$ cat src/hdl/pioex_pkg.sv
// Purpose: constants and types for the port I/O instruction executor
// Assumes: APB slave, 32-bit data, pull-up and interrupt control register pairs share a word each
// Notes:   opcode codes are local, not the core's bit patterns
// Operation
// RULE_01: timer one test skips if enabled-off and set
// RULE_02: timer two test skips if enabled-off and set
// RULE_03: timer three test skips if enabled-off and set
// RULE_04: timer four test skips if enabled-off and set
// RULE_05: port zero pins load accumulator
// RULE_06: accumulator drives port zero latch
// RULE_07: port one pins load accumulator
// RULE_08: accumulator loads port one latch
// RULE_09: port two pins load accumulator
// RULE_10: accumulator loads port two latch
// RULE_11: port three pins load accumulator bits one, zero
// RULE_12: accumulator bits one, zero load port three
// RULE_13: port four pins load accumulator
// RULE_14: accumulator loads port four latch
// RULE_15: ports five, six transfer both ways
// RULE_16: set-all, clear and set on bit port
// RULE_17: bit test skips when selected bit zero
// RULE_18: pull-up registers transfer both ways
// RULE_19: one word, one cycle, carry untouched
// RULE_20: enabled timer test is a no-operation
package pioex_pkg;

  localparam int unsigned ADDR_W    = 8;
  localparam int unsigned DATA_W    = 32;
  localparam int unsigned ACC_W     = 4;
  localparam int unsigned OP_W      = 5;
  localparam int unsigned NTIMER    = 4;
  localparam int unsigned DPORT_W   = 8;

  localparam logic [7:0] OFS_CMD    = 8'h00;
  localparam logic [7:0] OFS_ACC    = 8'h04;
  localparam logic [7:0] OFS_YIDX   = 8'h08;
  localparam logic [7:0] OFS_IRQC   = 8'h0C;
  localparam logic [7:0] OFS_STAT   = 8'h10;
  localparam logic [7:0] OFS_PULL   = 8'h14;
  localparam logic [7:0] OFS_PORTD  = 8'h18;

  // interrupt control: first register in [3:0], second in [7:4]
  localparam int unsigned IRQC_T1_BIT   = 2;
  localparam int unsigned IRQC_T2_BIT   = 3;
  localparam int unsigned IRQC_T3_BIT   = 4;
  localparam int unsigned IRQC_T4_BIT   = 5;
  localparam int unsigned STAT_SKIP_BIT = 0;
  localparam int unsigned STAT_FLAG_LSB = 1;
  localparam int unsigned PULL_ONE_LSB  = 4;

  localparam logic [3:0] ACC_RST    = 4'h0;
  localparam logic [3:0] YIDX_RST   = 4'h0;
  localparam logic [7:0] IRQC_RST   = 8'h00;
  localparam logic [3:0] PULL_RST   = 4'h0;
  localparam logic [7:0] PORTD_RST  = 8'h00;

  typedef struct packed {
    logic [3:0] p6;
    logic [3:0] p5;
    logic [3:0] p4;
    logic [1:0] p3;
    logic [2:0] p2;
    logic [3:0] p1;
    logic [3:0] p0;
  } pioex_pins_t;

  localparam pioex_pins_t PORT_RST = '0;

  typedef enum logic [4:0] {
    OP_IN_P0   = 5'h00, OP_IN_P1   = 5'h01, OP_IN_P2   = 5'h02,
    OP_IN_P3   = 5'h03, OP_IN_P4   = 5'h04, OP_IN_P5   = 5'h05,
    OP_IN_P6   = 5'h06, OP_OUT_P0  = 5'h08, OP_OUT_P1  = 5'h09,
    OP_OUT_P2  = 5'h0A, OP_OUT_P3  = 5'h0B, OP_OUT_P4  = 5'h0C,
    OP_OUT_P5  = 5'h0D, OP_OUT_P6  = 5'h0E, OP_SKIP_T1 = 5'h10,
    OP_SKIP_T2 = 5'h11, OP_SKIP_T3 = 5'h12, OP_SKIP_T4 = 5'h13,
    OP_SET_ALL = 5'h14, OP_CLR_BIT = 5'h15, OP_SET_BIT = 5'h16,
    OP_TST_BIT = 5'h17, OP_RD_PU0  = 5'h18, OP_WR_PU0  = 5'h19,
    OP_RD_PU1  = 5'h1A, OP_WR_PU1  = 5'h1B
  } pioex_op_t;

endpackage : pioex_pkg

$ cat src/hdl/pioex_bitport.sv
// Purpose: single-bit output port with indexed set, clear and test
// Assumes: one operation strobe at most per cycle
// Notes:   an index beyond the port width changes nothing, tests as 1
`timescale 1ns/1ps
module pioex_bitport #(
  parameter int unsigned BITS = 8
) (
  // clock and reset
  input  wire logic              clk,
  input  wire logic              resetn,
  // operation strobes
  input  wire logic              set_all,
  input  wire logic              clr_bit,
  input  wire logic              set_bit,
  input  wire logic [3:0]        sel,
  // port state
  output logic      [BITS-1:0]   d,
  output logic                   sel_val
);
  localparam int unsigned IW = $clog2(BITS);

  logic sel_ok;
  assign sel_ok  = (sel < BITS);
  assign sel_val = sel_ok ? d[sel[IW-1:0]] : 1'b1;

  for (genvar i = 0; i < BITS; i++) begin : g_bit
    always_ff @(posedge clk or negedge resetn) begin
      if (!resetn) begin
        d[i] <= 1'b0;
      end else if (set_all) begin
        d[i] <= 1'b1;                                // [RULE_16]
      end else if (sel == 4'(i)) begin
        if (clr_bit) begin
          d[i] <= 1'b0;                              // [RULE_16]
        end else if (set_bit) begin
          d[i] <= 1'b1;                              // [RULE_16]
        end
      end
    end
  end
endmodule : pioex_bitport

$ cat src/hdl/pioex_top.sv
// Purpose: executes the port I/O instruction group for a 4-bit core
// Assumes: instructions arrive as APB writes to the command register
// Notes:   each accepted command completes in the cycle it is taken
//
// Our own choices: the register offsets and the APB register port.
`timescale 1ns/1ps
module pioex_top (
  // clock and reset
  input  wire logic                         CLK,
  input  wire logic                         RESETN,
  // apb slave
  input  wire logic                         PSEL,
  input  wire logic                         PENABLE,
  input  wire logic                         PWRITE,
  input  wire logic [7:0]                   PADDR,
  input  wire logic [31:0]                  PWDATA,
  output logic      [31:0]                  PRDATA,
  output logic                              PREADY,
  output logic                              PSLVERR,
  // port pins
  input  wire pioex_pkg::pioex_pins_t       PIN_IN,
  output pioex_pkg::pioex_pins_t            PORT_OUT,
  output logic      [7:0]                   PORTD_OUT,
  output logic      [3:0]                   PULLUP_ZERO,
  output logic      [3:0]                   PULLUP_ONE,
  // core sequencer
  input  wire logic [3:0]                   TIMER_EVT,
  output logic                              SKIP_NEXT
);

  logic [3:0]              acc_q;
  logic [3:0]              acc_nxt;
  logic [3:0]              yidx_r;
  logic [7:0]              irqc_r;
  logic [3:0]              flag_r;
  logic [3:0]              ien;
  logic [3:0]              clr_flag;
  logic [3:0]              pu0_r, pu0_nxt;
  logic [3:0]              pu1_r, pu1_nxt;
  logic                    skip_r, skip_nxt, last_skip_r;
  pioex_pkg::pioex_pins_t  port_r, port_nxt;
  pioex_pkg::pioex_op_t    op;
  logic                    op_legal;
  logic                    op_set_all, op_clr_bit, op_set_bit;
  logic [1:0]              tidx;
  logic [7:0]              d_q;
  logic                    d_sel;
  logic                    addr_ok, access, wr, exec;
  logic [31:0]             rdata_nxt, rdata_r;

  // apb decode; zero wait states
  always_comb begin
    unique case (PADDR)
      pioex_pkg::OFS_CMD, pioex_pkg::OFS_ACC, pioex_pkg::OFS_YIDX,
      pioex_pkg::OFS_IRQC, pioex_pkg::OFS_STAT, pioex_pkg::OFS_PULL,
      pioex_pkg::OFS_PORTD: addr_ok = 1'b1;
      default:              addr_ok = 1'b0;
    endcase
  end

  assign access  = PSEL && PENABLE;
  assign wr      = access && PWRITE && addr_ok;
  assign PREADY  = 1'b1;
  assign PSLVERR = access && !addr_ok;
  assign op      = pioex_pkg::pioex_op_t'(PWDATA[4:0]);
  assign tidx    = PWDATA[1:0];
  assign exec    = wr && (PADDR == pioex_pkg::OFS_CMD) && op_legal;

  assign ien = {irqc_r[pioex_pkg::IRQC_T4_BIT],
                irqc_r[pioex_pkg::IRQC_T3_BIT],
                irqc_r[pioex_pkg::IRQC_T2_BIT],
                irqc_r[pioex_pkg::IRQC_T1_BIT]};

  // instruction effects; carry is not touched by any of them [RULE_19]
  always_comb begin
    acc_nxt    = acc_q;
    port_nxt   = port_r;
    pu0_nxt    = pu0_r;
    pu1_nxt    = pu1_r;
    skip_nxt   = 1'b0;
    clr_flag   = 4'h0;
    op_legal   = 1'b1;
    op_set_all = 1'b0;
    op_clr_bit = 1'b0;
    op_set_bit = 1'b0;
    unique case (op)
      pioex_pkg::OP_IN_P0:  acc_nxt = PIN_IN.p0;              // [RULE_05]
      pioex_pkg::OP_OUT_P0: port_nxt.p0 = acc_q;              // [RULE_06]
      pioex_pkg::OP_IN_P1:  acc_nxt = PIN_IN.p1;              // [RULE_07]
      pioex_pkg::OP_OUT_P1: port_nxt.p1 = acc_q;              // [RULE_08]
      pioex_pkg::OP_IN_P2:  acc_nxt = {1'b0, PIN_IN.p2};      // [RULE_09]
      pioex_pkg::OP_OUT_P2: port_nxt.p2 = acc_q[2:0];         // [RULE_10]
      pioex_pkg::OP_IN_P3:  acc_nxt[1:0] = PIN_IN.p3;         // [RULE_11]
      pioex_pkg::OP_OUT_P3: port_nxt.p3 = acc_q[1:0];         // [RULE_12]
      pioex_pkg::OP_IN_P4:  acc_nxt = PIN_IN.p4;              // [RULE_13]
      pioex_pkg::OP_OUT_P4: port_nxt.p4 = acc_q;              // [RULE_14]
      pioex_pkg::OP_IN_P5:  acc_nxt = PIN_IN.p5;              // [RULE_15]
      pioex_pkg::OP_OUT_P5: port_nxt.p5 = acc_q;              // [RULE_15]
      pioex_pkg::OP_IN_P6:  acc_nxt = PIN_IN.p6;              // [RULE_15]
      pioex_pkg::OP_OUT_P6: port_nxt.p6 = acc_q;              // [RULE_15]
      pioex_pkg::OP_SKIP_T1, pioex_pkg::OP_SKIP_T2,
      pioex_pkg::OP_SKIP_T3, pioex_pkg::OP_SKIP_T4: begin
        // enabled timer: neither skip nor clear [RULE_20]
        skip_nxt       = !ien[tidx] && flag_r[tidx]; // [RULE_01] [RULE_02]
        clr_flag[tidx] = skip_nxt;                   // [RULE_03] [RULE_04]
      end
      pioex_pkg::OP_SET_ALL: op_set_all = 1'b1;               // [RULE_16]
      pioex_pkg::OP_CLR_BIT: op_clr_bit = 1'b1;               // [RULE_16]
      pioex_pkg::OP_SET_BIT: op_set_bit = 1'b1;               // [RULE_16]
      pioex_pkg::OP_TST_BIT: skip_nxt = !d_sel;               // [RULE_17]
      pioex_pkg::OP_RD_PU0:  acc_nxt = pu0_r;                 // [RULE_18]
      pioex_pkg::OP_WR_PU0:  pu0_nxt = acc_q;                 // [RULE_18]
      pioex_pkg::OP_RD_PU1:  acc_nxt = pu1_r;                 // [RULE_18]
      pioex_pkg::OP_WR_PU1:  pu1_nxt = acc_q;                 // [RULE_18]
      default:               op_legal = 1'b0;
    endcase
  end

  always_ff @(posedge CLK or negedge RESETN) begin
    if (!RESETN) begin
      acc_q <= pioex_pkg::ACC_RST;
    end else if (exec) begin
      acc_q <= acc_nxt;                                       // [RULE_19]
    end else if (wr && PADDR == pioex_pkg::OFS_ACC) begin
      acc_q <= PWDATA[3:0];
    end
  end

  always_ff @(posedge CLK or negedge RESETN) begin
    if (!RESETN) begin
      yidx_r <= pioex_pkg::YIDX_RST;
      irqc_r <= pioex_pkg::IRQC_RST;
    end else if (wr && PADDR == pioex_pkg::OFS_YIDX) begin
      yidx_r <= PWDATA[3:0];
    end else if (wr && PADDR == pioex_pkg::OFS_IRQC) begin
      irqc_r <= PWDATA[7:0];
    end
  end

  always_ff @(posedge CLK or negedge RESETN) begin
    if (!RESETN) begin
      port_r <= pioex_pkg::PORT_RST;
      pu0_r  <= pioex_pkg::PULL_RST;
      pu1_r  <= pioex_pkg::PULL_RST;
    end else if (exec) begin
      port_r <= port_nxt;
      pu0_r  <= pu0_nxt;
      pu1_r  <= pu1_nxt;
    end
  end

  // skip is a one-cycle pulse to the sequencer; status keeps the skip result of the last command
  always_ff @(posedge CLK or negedge RESETN) begin
    if (!RESETN) begin
      skip_r      <= 1'b0;
      last_skip_r <= 1'b0;
    end else begin
      skip_r <= exec && skip_nxt;
      if (exec) begin
        last_skip_r <= skip_nxt;
      end
    end
  end

  // timer event wins over a clear in the same cycle, so none is lost
  for (genvar i = 0; i < 4; i++) begin : g_flag
    always_ff @(posedge CLK or negedge RESETN) begin
      if (!RESETN) begin
        flag_r[i] <= 1'b0;
      end else if (TIMER_EVT[i]) begin
        flag_r[i] <= 1'b1;
      end else if (exec && clr_flag[i]) begin
        flag_r[i] <= 1'b0;                   // [RULE_01] [RULE_02] [RULE_03]
      end
    end
  end

  pioex_bitport #(
    .BITS    (pioex_pkg::DPORT_W)
  ) u_bitport (
    .clk     (CLK),
    .resetn  (RESETN),
    .set_all (exec && op_set_all),
    .clr_bit (exec && op_clr_bit),
    .set_bit (exec && op_set_bit),
    .sel     (yidx_r),
    .d       (d_q),
    .sel_val (d_sel)
  );

  // read data is captured in the setup phase so it comes from a flop
  always_comb begin
    rdata_nxt = 32'h0000_0000;
    unique case (PADDR)
      pioex_pkg::OFS_ACC:   rdata_nxt[3:0] = acc_q;
      pioex_pkg::OFS_YIDX:  rdata_nxt[3:0] = yidx_r;
      pioex_pkg::OFS_IRQC:  rdata_nxt[7:0] = irqc_r;
      pioex_pkg::OFS_STAT: begin
        rdata_nxt[pioex_pkg::STAT_SKIP_BIT] = last_skip_r;
        rdata_nxt[pioex_pkg::STAT_FLAG_LSB +: 4] = flag_r;
      end
      pioex_pkg::OFS_PULL:  rdata_nxt[7:0] = {pu1_r, pu0_r};
      pioex_pkg::OFS_PORTD: rdata_nxt[7:0] = d_q;
      default:              rdata_nxt = 32'h0000_0000;
    endcase
  end

  always_ff @(posedge CLK or negedge RESETN) begin
    if (!RESETN) begin
      rdata_r <= 32'h0000_0000;
    end else if (PSEL && !PENABLE && !PWRITE) begin
      rdata_r <= rdata_nxt;
    end
  end

  assign PRDATA      = rdata_r;
  assign PORT_OUT    = port_r;
  assign PORTD_OUT   = d_q;
  assign PULLUP_ZERO = pu0_r;
  assign PULLUP_ONE  = pu1_r;
  assign SKIP_NEXT   = skip_r;
endmodule : pioex_top

$ cat config.mk
export PLATFORM = sky130hd
export DESIGN_NAME = pioex_top
export DESIGN_NICKNAME = d
export VERILOG_FILES = /design/src/hdl/pioex_pkg.sv /design/src/hdl/pioex_bitport.sv /design/src/hdl/pioex_top.sv
export SDC_FILE = /design/constraint.sdc
export NUM_CORES = 1
export LEC_CHECK = 0
export ABC_AREA = 1
export BUFFER_PORTS_ARGS = -buffer_cell sky130_fd_sc_hd__buf_2
export CAP_MARGIN = 10
export CELL_PAD_IN_SITES_DETAIL_PLACEMENT = 0
export CELL_PAD_IN_SITES_GLOBAL_PLACEMENT = 1
export CORE_ASPECT_RATIO = 0.9
export CORE_MARGIN = 5
export CORE_UTILIZATION = 38
export DETAILED_ROUTE_END_ITERATION = 8
export GPL_ROUTABILITY_DRIVEN = 0
export PLACE_DENSITY = 0.95
export SYNTH_ARGS = -nofsm -noshare
export SYNTH_HDL_FRONTEND = slang
export SYNTH_SLANG_ARGS = --single-unit
$ cat constraint.sdc
create_clock -name CLK -period 2.72 [get_ports CLK]
set_clock_uncertainty 0.2 [all_clocks]
set_input_delay 0.544 -clock CLK [delete_from_list [all_inputs] [get_ports CLK]]
set_output_delay 0.544 -clock CLK [all_outputs]
set_load 0.005 [all_outputs]
==> results of run 1 <==
## worst max-delay path, delay by kind of cell
kind | cells | cell delay [ns]
compound gates | 1 | 0.18
buf+inv | 4 | 0.40
simple gates | 5 | 0.62
## stage by stage
stage | util [%] | instance area [um2] | instances | hold slack (ns)
2_1_floorplan | - | 4330 | 612 | 0.0484
3_3_place_gp | 44.8 | 4860 | 841 | 0.259
3_5_place_dp | 44.8 | 4860 | 841 | 0.263
4_1_cts | 48.1 | 5220 | 857 | 0.0268
5_1_grt | 48.1 | 5220 | 857 | 0.0654
6_report | 48.1 | 5220 | 857 | 0.00639
## cell usage in the layout, fill, tap and decap left out
cell and count:
nor3_2 2, nor2_2 4, o22ai_1 8, o21ai_1 26
o2111ai_1 3, clkbuf_16 9, nand2_2 4, nand2_1 187
inv_6 2, nor3_1 10, o21ai_0 44, bufinv_16 4
nand3_1 31, inv_4 2, buf_12 1, nand2_4 5
a21oi_1 9, conb_1 25, clkbuf_1 2, buf_4 8
mux2_2 3, dfrtp_1 71, inv_1 63, buf_2 100
nor2_4 3, nand3_2 6, nand3_4 1, nand4_1 13
nor2_1 51, inv_2 7, o211a_1 1
## cells by family after synthesis
group | after synthesis
flops | 71
other cells | 2
mux | 3
simple gates | 317
compound gates | 91
buf+inv | 105
## path summary, 6_finish.rpt
kind,to,from
max,PSLVERR,PADDR[0]
min,u_bitport.d[6],RESETN
max reg2reg,last_skip_r,yidx_r[0]
min reg2reg,PRDATA[6],PRDATA[6]
max in group asynchronous,flag_r[0],RESETN
min in group CLK,flag_r[1],TIMER_EVT[1]
## Yosys cell counts (4+ instances only)
cell type	instances	area share [%]
nand2_1	187	17
dfrtp_1	71	42
inv_1	63	5.6
nor2_1	51	4.5
o21ai_0	44	5.2
nand3_1	31	3.7
buf_4	26	4.6
o21ai_1	26	3.1
nand4_1	13	1.9
nor3_1	10	1.2
a21oi_1	9	1.1
o22ai_1	8	1.2
inv_2	7	0.62
nand3_2	6	1.4
nand2_4	5	1.3
nand2_2	4	0.59
nor2_2	4	0.59
## layout make-up
cell class	instances	area, um2	area share [%]
Tap cell	152	190	3.64
Timing Repair Buffer	109	581	11.1
Clock inverter	5	129	2.47
Sequential cell	71	1780	34.0
Inverter	73	284	5.44
Clock buffer	11	233	4.46
Multi-Input combinational cell	436	2030	38.8
## layer usage
layer / wire length [um] / vias up / share of wire (%)
li1: - / 2069 / -
met1: 5460 / 1890 / 45
met2: 5360 / 194 / 44
met3: 1200 / 17 / 9.8
met4: 207 / 0 / 1.7
met5: 0 / - / 0
## sequential cells by signal, summed over array words and instances, names as in the netlist, 4 cells and up
name and flops:
acc_q 4, flag_r 4, PULLUP_ZERO 4, irqc_r 8, PULLUP_ONE 4, yidx_r 4
PORT_OUT 25, u_bitport.d 8, PRDATA 8
## power groups by stage
| stage | Sequential (mW) | Clock, mW | Combinational, mW |
|---|---|---|---|
| floorplan | 1.08 | 0 | 0.133 |
| global placement | 1.08 | 0 | 0.198 |
| detailed placement | 1.08 | 0 | 0.202 |
| CTS | 1.06 | 1.44 | 0.203 |
| global route | 1.06 | 1.50 | 0.230 |
| finish | 1.06 | 1.43 | 0.203 |
==> results.tsv, run 1 <==
stage	metric	value	unit
cts	cts_hold_buf	0	
floorplanning	initial_core_util	39.1	%
global_routing	antenna_found_initial	0	
timing	max-slew-margin-rel	58.8	%
timing	worstMarginPinSlew	0.616	ns
cts	cts-resized-gates	0	
global_routing	grt_max_degree	29	
final_layout	fill_cells	1093	
worst_setup_path	path_class	primary input to output pin	
placed_design	dp_hpwl	9740	um
run	maxCapViolations	0	
logic_synthesis	synth.area.mux_share	0.797	%
cts	clkTransAtPathRegs	0.05	ns
logic_synthesis	synth_fa_ha_area_share	0	%
detailed_routing	drt_iter0_drc	352	
logic_synthesis	syn-instance-count	589	
global_routing	grt_pass1_wl	19500	um
cts	cts.sinks	71	
cts	root_buffer	clkbuf_16	
power	p_leak	2.83	nW
timing	final_max_slew_viol_count	0	
global_routing	grt_util_met2	29.1	%
detailed_routing	dr.pass1.iters	5	
power	finalPower	2.70	mW
logic_synthesis	synthDistinctLibCells	30	
logic_synthesis	synthSimpleGateAreaFrac	33.4	%
power	switching_share	21.5	%
worst_setup_path	start_kind	primary input	
logic_synthesis	ys_seq_area_share	41.9	%
detailed_routing	drc	0	
cts	clk_latency	0.33	ns
timing	rsz0062_at_grt	no	
timing	finalCritPeriodShare	91.9	%
final_layout	insertedDiodeCount	0	
timing	hold_viol_final	0	
logic_synthesis	synth_top_family_by_area	simple AND/OR/NAND/NOR gates	
cts	cts_buffer_depth	2	
power	power_density	516	mW/mm2
logic_synthesis	ys_warn_count	0	
global_routing	grt_util_met3	3.42	%
global_routing	grt-busiest-layer	met2	
logic_synthesis	avgSynthCellArea	7.20	um2
global_routing	grt_use_total	18.5	%
logic_synthesis	synth_edf_count	0	
power	power_frac_seq	39.5	%
placed_design	port_buffers	100	
logic_synthesis	synth_compound_area_share	11.4	%
detailed_routing	via_per_inst	4.87	
floorplanning	die_height	110	um
cts	numCtsBuffers	9	
floorplanning	die-width	121	um
detailed_routing	vias	4170	
worst_setup_path	cp-end-kind	output pin	
power	clkPwrFrac	53.0	%
detailed_routing	routed_wl	12200	um
cts	cts_tree	done	
power	p_sw	0.580	mW
worst_setup_path	path_max_fanout	5	
cts	htreeDepth	3	
detailed_routing	routedWlPerCell	14.3	um
timing	finalWorstSetupSlack	0.220	ns
placed_design	place_ws	0.195	ns
worst_setup_path	r2r_setup_slack	0.94	ns
timing	period_needed	2.50	ns
cts	post_cts_buffers	0	
timing	max_freq	0.400	GHz
worst_setup_path	critPathMaxStageDelay	0.23	ns
floorplanning	fp.dieArea	0.0134	mm2
logic_synthesis	synth_xor_area_share	0	%
worst_setup_path	crit_path_cell_trace	buf_2 -> inv_1 -> nand2_1 -> nor3_1 -> nand2_1 -> inv_1 -> nor2_1 -> o21ai_0 -> nor2_1 -> buf_2	
logic_synthesis	netlist_area	0.00424	mm2
hold_path	min_path_type	primary input to asynchronous set/reset pin	
global_routing	grtUsageMet1	25.6	%
worst_setup_path	cp_slowest_cell	nor3_1	
global_routing	grt_pass1_vias	3971	
worst_setup_path	cp.arrival	1.76	ns
power	p_int	2.12	mW
final_layout	drive_gt1_share	22.8	%
final_layout	layout.nets	774	
timing	finalSetupViolCount	0	
status	status	complete, no violations	
global_routing	overflow	0	
power	comb_power_share	7.5	%
worst_setup_path	required	1.98	ns
final_layout	syn2layout_area_growth	23.1	%
timing	tns	0	ns
logic_synthesis	ys.flop_type	dfrtp_1	
worst_setup_path	worstRegToRegCells	9	
floorplanning	core	0.0109	mm2
logic_synthesis	synthArstFlopShare	100	%
floorplanning	ioPinCount	150	
logic_synthesis	synth_seq_cells	71	
power	ir_worst_vdd	0.273	mV
floorplanning	rows	36	
detailed_routing	final_antenna_net_count	0	
No activity file was read; power rests on OpenSTA's default activity.
==> inputs of run 2 (changes only) <==
Settings changed: CORE_UTILIZATION 38 to 35, PLACE_DENSITY 0.95 to 0.92.
Clock period 2.72 ns to 2.53 ns, I/O delays scaled along.
==> run 2 against run 1 <==
  * The flow now finishes with violations (negative hold slack)
  * Via count fell by 1.8%
  * First-iteration DRC count up 6.0%
  * Non-clock buffer count up 10
  * Setup slack better by 0.029 ns
  * Sequential power rose by 8%
  * Final cell count up 2.1%
  * Routed wire length up 1.5%
  * Critical path depth is the same
  * Utilization fell by 4.2 points
  * Global-route usage shrank 1.0 points
  * Sequential share of layout area decreased by 0.27 points
==> results.tsv, run 2 (synthesis gave the netlist of run 1 again) <==
stage	metric	value	unit	change
worst_setup_path	cp.arrival	1.58	ns	was 1.76 ns
floorplanning	ioPinCount	150		unchanged
status	status	finished with violations		was complete, no violations
global_routing	grt_pass1_vias	4041		was 3971
global_routing	grt_pass1_wl	20300	um	was 19500 um
detailed_routing	vias	4094		was 4170
worst_setup_path	start_kind	primary input		unchanged
power	power_density	492	mW/mm2	was 516 mW/mm2
worst_setup_path	required	1.82	ns	was 1.98 ns
timing	hold-worst-slack	-0.0146	ns	was 0.00639 ns
floorplanning	core	0.0120	mm2	was 0.0109 mm2
hold_path	min_path_type	primary input to asynchronous set/reset pin		unchanged
power	ir_worst_vdd	0.284	mV	was 0.273 mV
global_routing	grt_use_total	17.5	%	was 18.5%
detailed_routing	dr.pass1.iters	5		unchanged
status	failed_checks	negative hold slack		
cts	cts_hold_buf	0		unchanged
detailed_routing	drt_iter0_drc	373		was 352
timing	finalCritPeriodShare	90.2	%	
final_layout	final_area	0.00526	mm2	was 0.00522 mm2
placed_design	port_buffers	100		unchanged
final_layout	layout.nets	784		was 774
floorplanning	rows	38		was 36
cts	cts_tree	done		unchanged
placed_design	dp_hpwl	9650	um	was 9740 um
final_layout	fill_cells	1296		was 1093
final_layout	layout_commonest_cell	nand2_1		unchanged
global_routing	overflow	0		unchanged
floorplanning	initial_core_util	35.4	%	was 39.1%
final_layout	layout_common_cells	nand2_1, buf_2, dfrtp_1		unchanged
worst_setup_path	path_class	primary input to output pin		unchanged
global_routing	grt_max_degree	72		was 29
detailed_routing	routed_wl	12400	um	was 12200 um
cts	clkTransAtPathRegs	0.05	ns	about the same
final_layout	largest_reg_flops	25		unchanged
timing	max_freq	0.438	GHz	
timing	period_needed	2.28	ns	
cts	htreeDepth	3		unchanged
timing	final_max_slew_viol_count	0		unchanged
detailed_routing	final_antenna_net_count	0		unchanged
cts	numCtsBuffers	9		unchanged
placed_design	dp_cells	859		was 841
final_layout	insertedDiodeCount	0		unchanged
final_layout	drive_gt1_share	24.1	%	was 22.8%
placed_design	place_ws	0.180	ns	was 0.195 ns
floorplanning	die-width	126	um	was 121 um
cts	root_buffer	clkbuf_16		unchanged
detailed_routing	drc	0		unchanged
detailed_routing	via_per_inst	4.68		was 4.87
final_layout	final_core_util	43.9	%	was 48.1%
cts	cts_buffer_depth	2		unchanged
run	maxCapViolations	0		unchanged
timing	finalSetupViolCount	0		unchanged
detailed_routing	routedWlPerCell	14.2	um	was 14.3 um
timing	tns	0	ns	unchanged
placed_design	place_area	0.00497	mm2	was 0.00486 mm2
floorplanning	fp.dieArea	0.0144	mm2	was 0.0134 mm2
worst_setup_path	path_max_fanout	5		unchanged
global_routing	antenna_found_initial	0		unchanged
final_layout	syn2layout_area_growth	24.1	%	was 23.1%
timing	finalWorstSetupSlack	0.248	ns	was 0.220 ns
power	p_leak	2.85	nW	was 2.83 nW
timing	hold_viol_final	13		was 0
cts	clk_latency	0.33	ns	about the same
floorplanning	die_height	114	um	was 110 um
cts	cts.sinks	71		unchanged
cts	cts-resized-gates	0		unchanged
final_layout	fin_cells	875		was 857
worst_setup_path	cp-end-kind	output pin		unchanged
timing	rsz0062_at_grt	no		unchanged
cts	post_cts_buffers	0		unchanged
[run 2: cell count changes in the layout (fill, tap and decap cells not counted), moves of 2 or more]
| cell | change |
|---|---|
| buf_4 | +8 |
| bufinv_16 | -4 |
| clkbuf_8 | +3 |
| buf_12 | +2 |
[run 2: where the power goes]
group	internal, mW	leakage, nW	total, mW	switching [mW]
clock network	0.745	0.143	1.22	0.471
logic	0.0753	1.78	0.228	0.153
registers	1.14	0.929	1.14	0.00314
[run 2: cell type report]
type                       count  area [um2]  share of cell area [%]
sequential                    71        1780                    33.8
multi-input combinational    436        2030                    38.6
clock buffer                  14         274                    5.21
inverter                      73         284                    5.40
tap                          160         200                    3.80
timing repair buffer         119         681                    12.9
clock inverter                 2        13.8                   0.262
[run 2: layer usage]
| metal | wire length [um] | GRT usage [%] | up-vias | share of wire, % |
|---|---|---|---|---|
| met5 | 0 | 0 | - | 0 |
| met4 | 87 | 3.65 | 0 | 0.70 |
| met3 | 849 | 4.85 | 8 | 6.8 |
| met2 | 5880 | 29.0 | 114 | 47 |
| met1 | 5580 | 23.1 | 1885 | 45 |
| li1 | - | - | 2087 | - |
[run 2: per-stage QoR]
stage	hold slack (ns)	power, mW
final	-0.0146	2.59
after global routing	0.0195	2.69
after CTS	0.0101	2.62
after detailed placement	0.267	1.39
after global placement	0.262	1.39
after floorplan	0.0104	1.31
[run 2: path summary, 6_finish.rpt]
kind	from	to	slack, ns	depth (start not counted)
setup / recovery	PADDR[0]	PSLVERR	0.25	10
hold / removal	RESETN	irqc_r[6]	-0.01	2
setup reg to reg	yidx_r[3]	SKIP_NEXT	0.75	5
hold reg to reg	PRDATA[1]	PRDATA[1]	0.28	2
max in group asynchronous	RESETN	PORT_OUT[6]	1.82	2
min in group CLK	TIMER_EVT[3]	flag_r[3]	0.15	3
[run 2: critical path, cell delays in order]
cell     delay, ns
buf_2         0.09
inv_1         0.04
nand2_1       0.12
nor3_2        0.15
nand2_1       0.12
inv_1         0.13
nor2_1        0.06
o21ai_0       0.15
nor2_1        0.07
buf_2         0.13
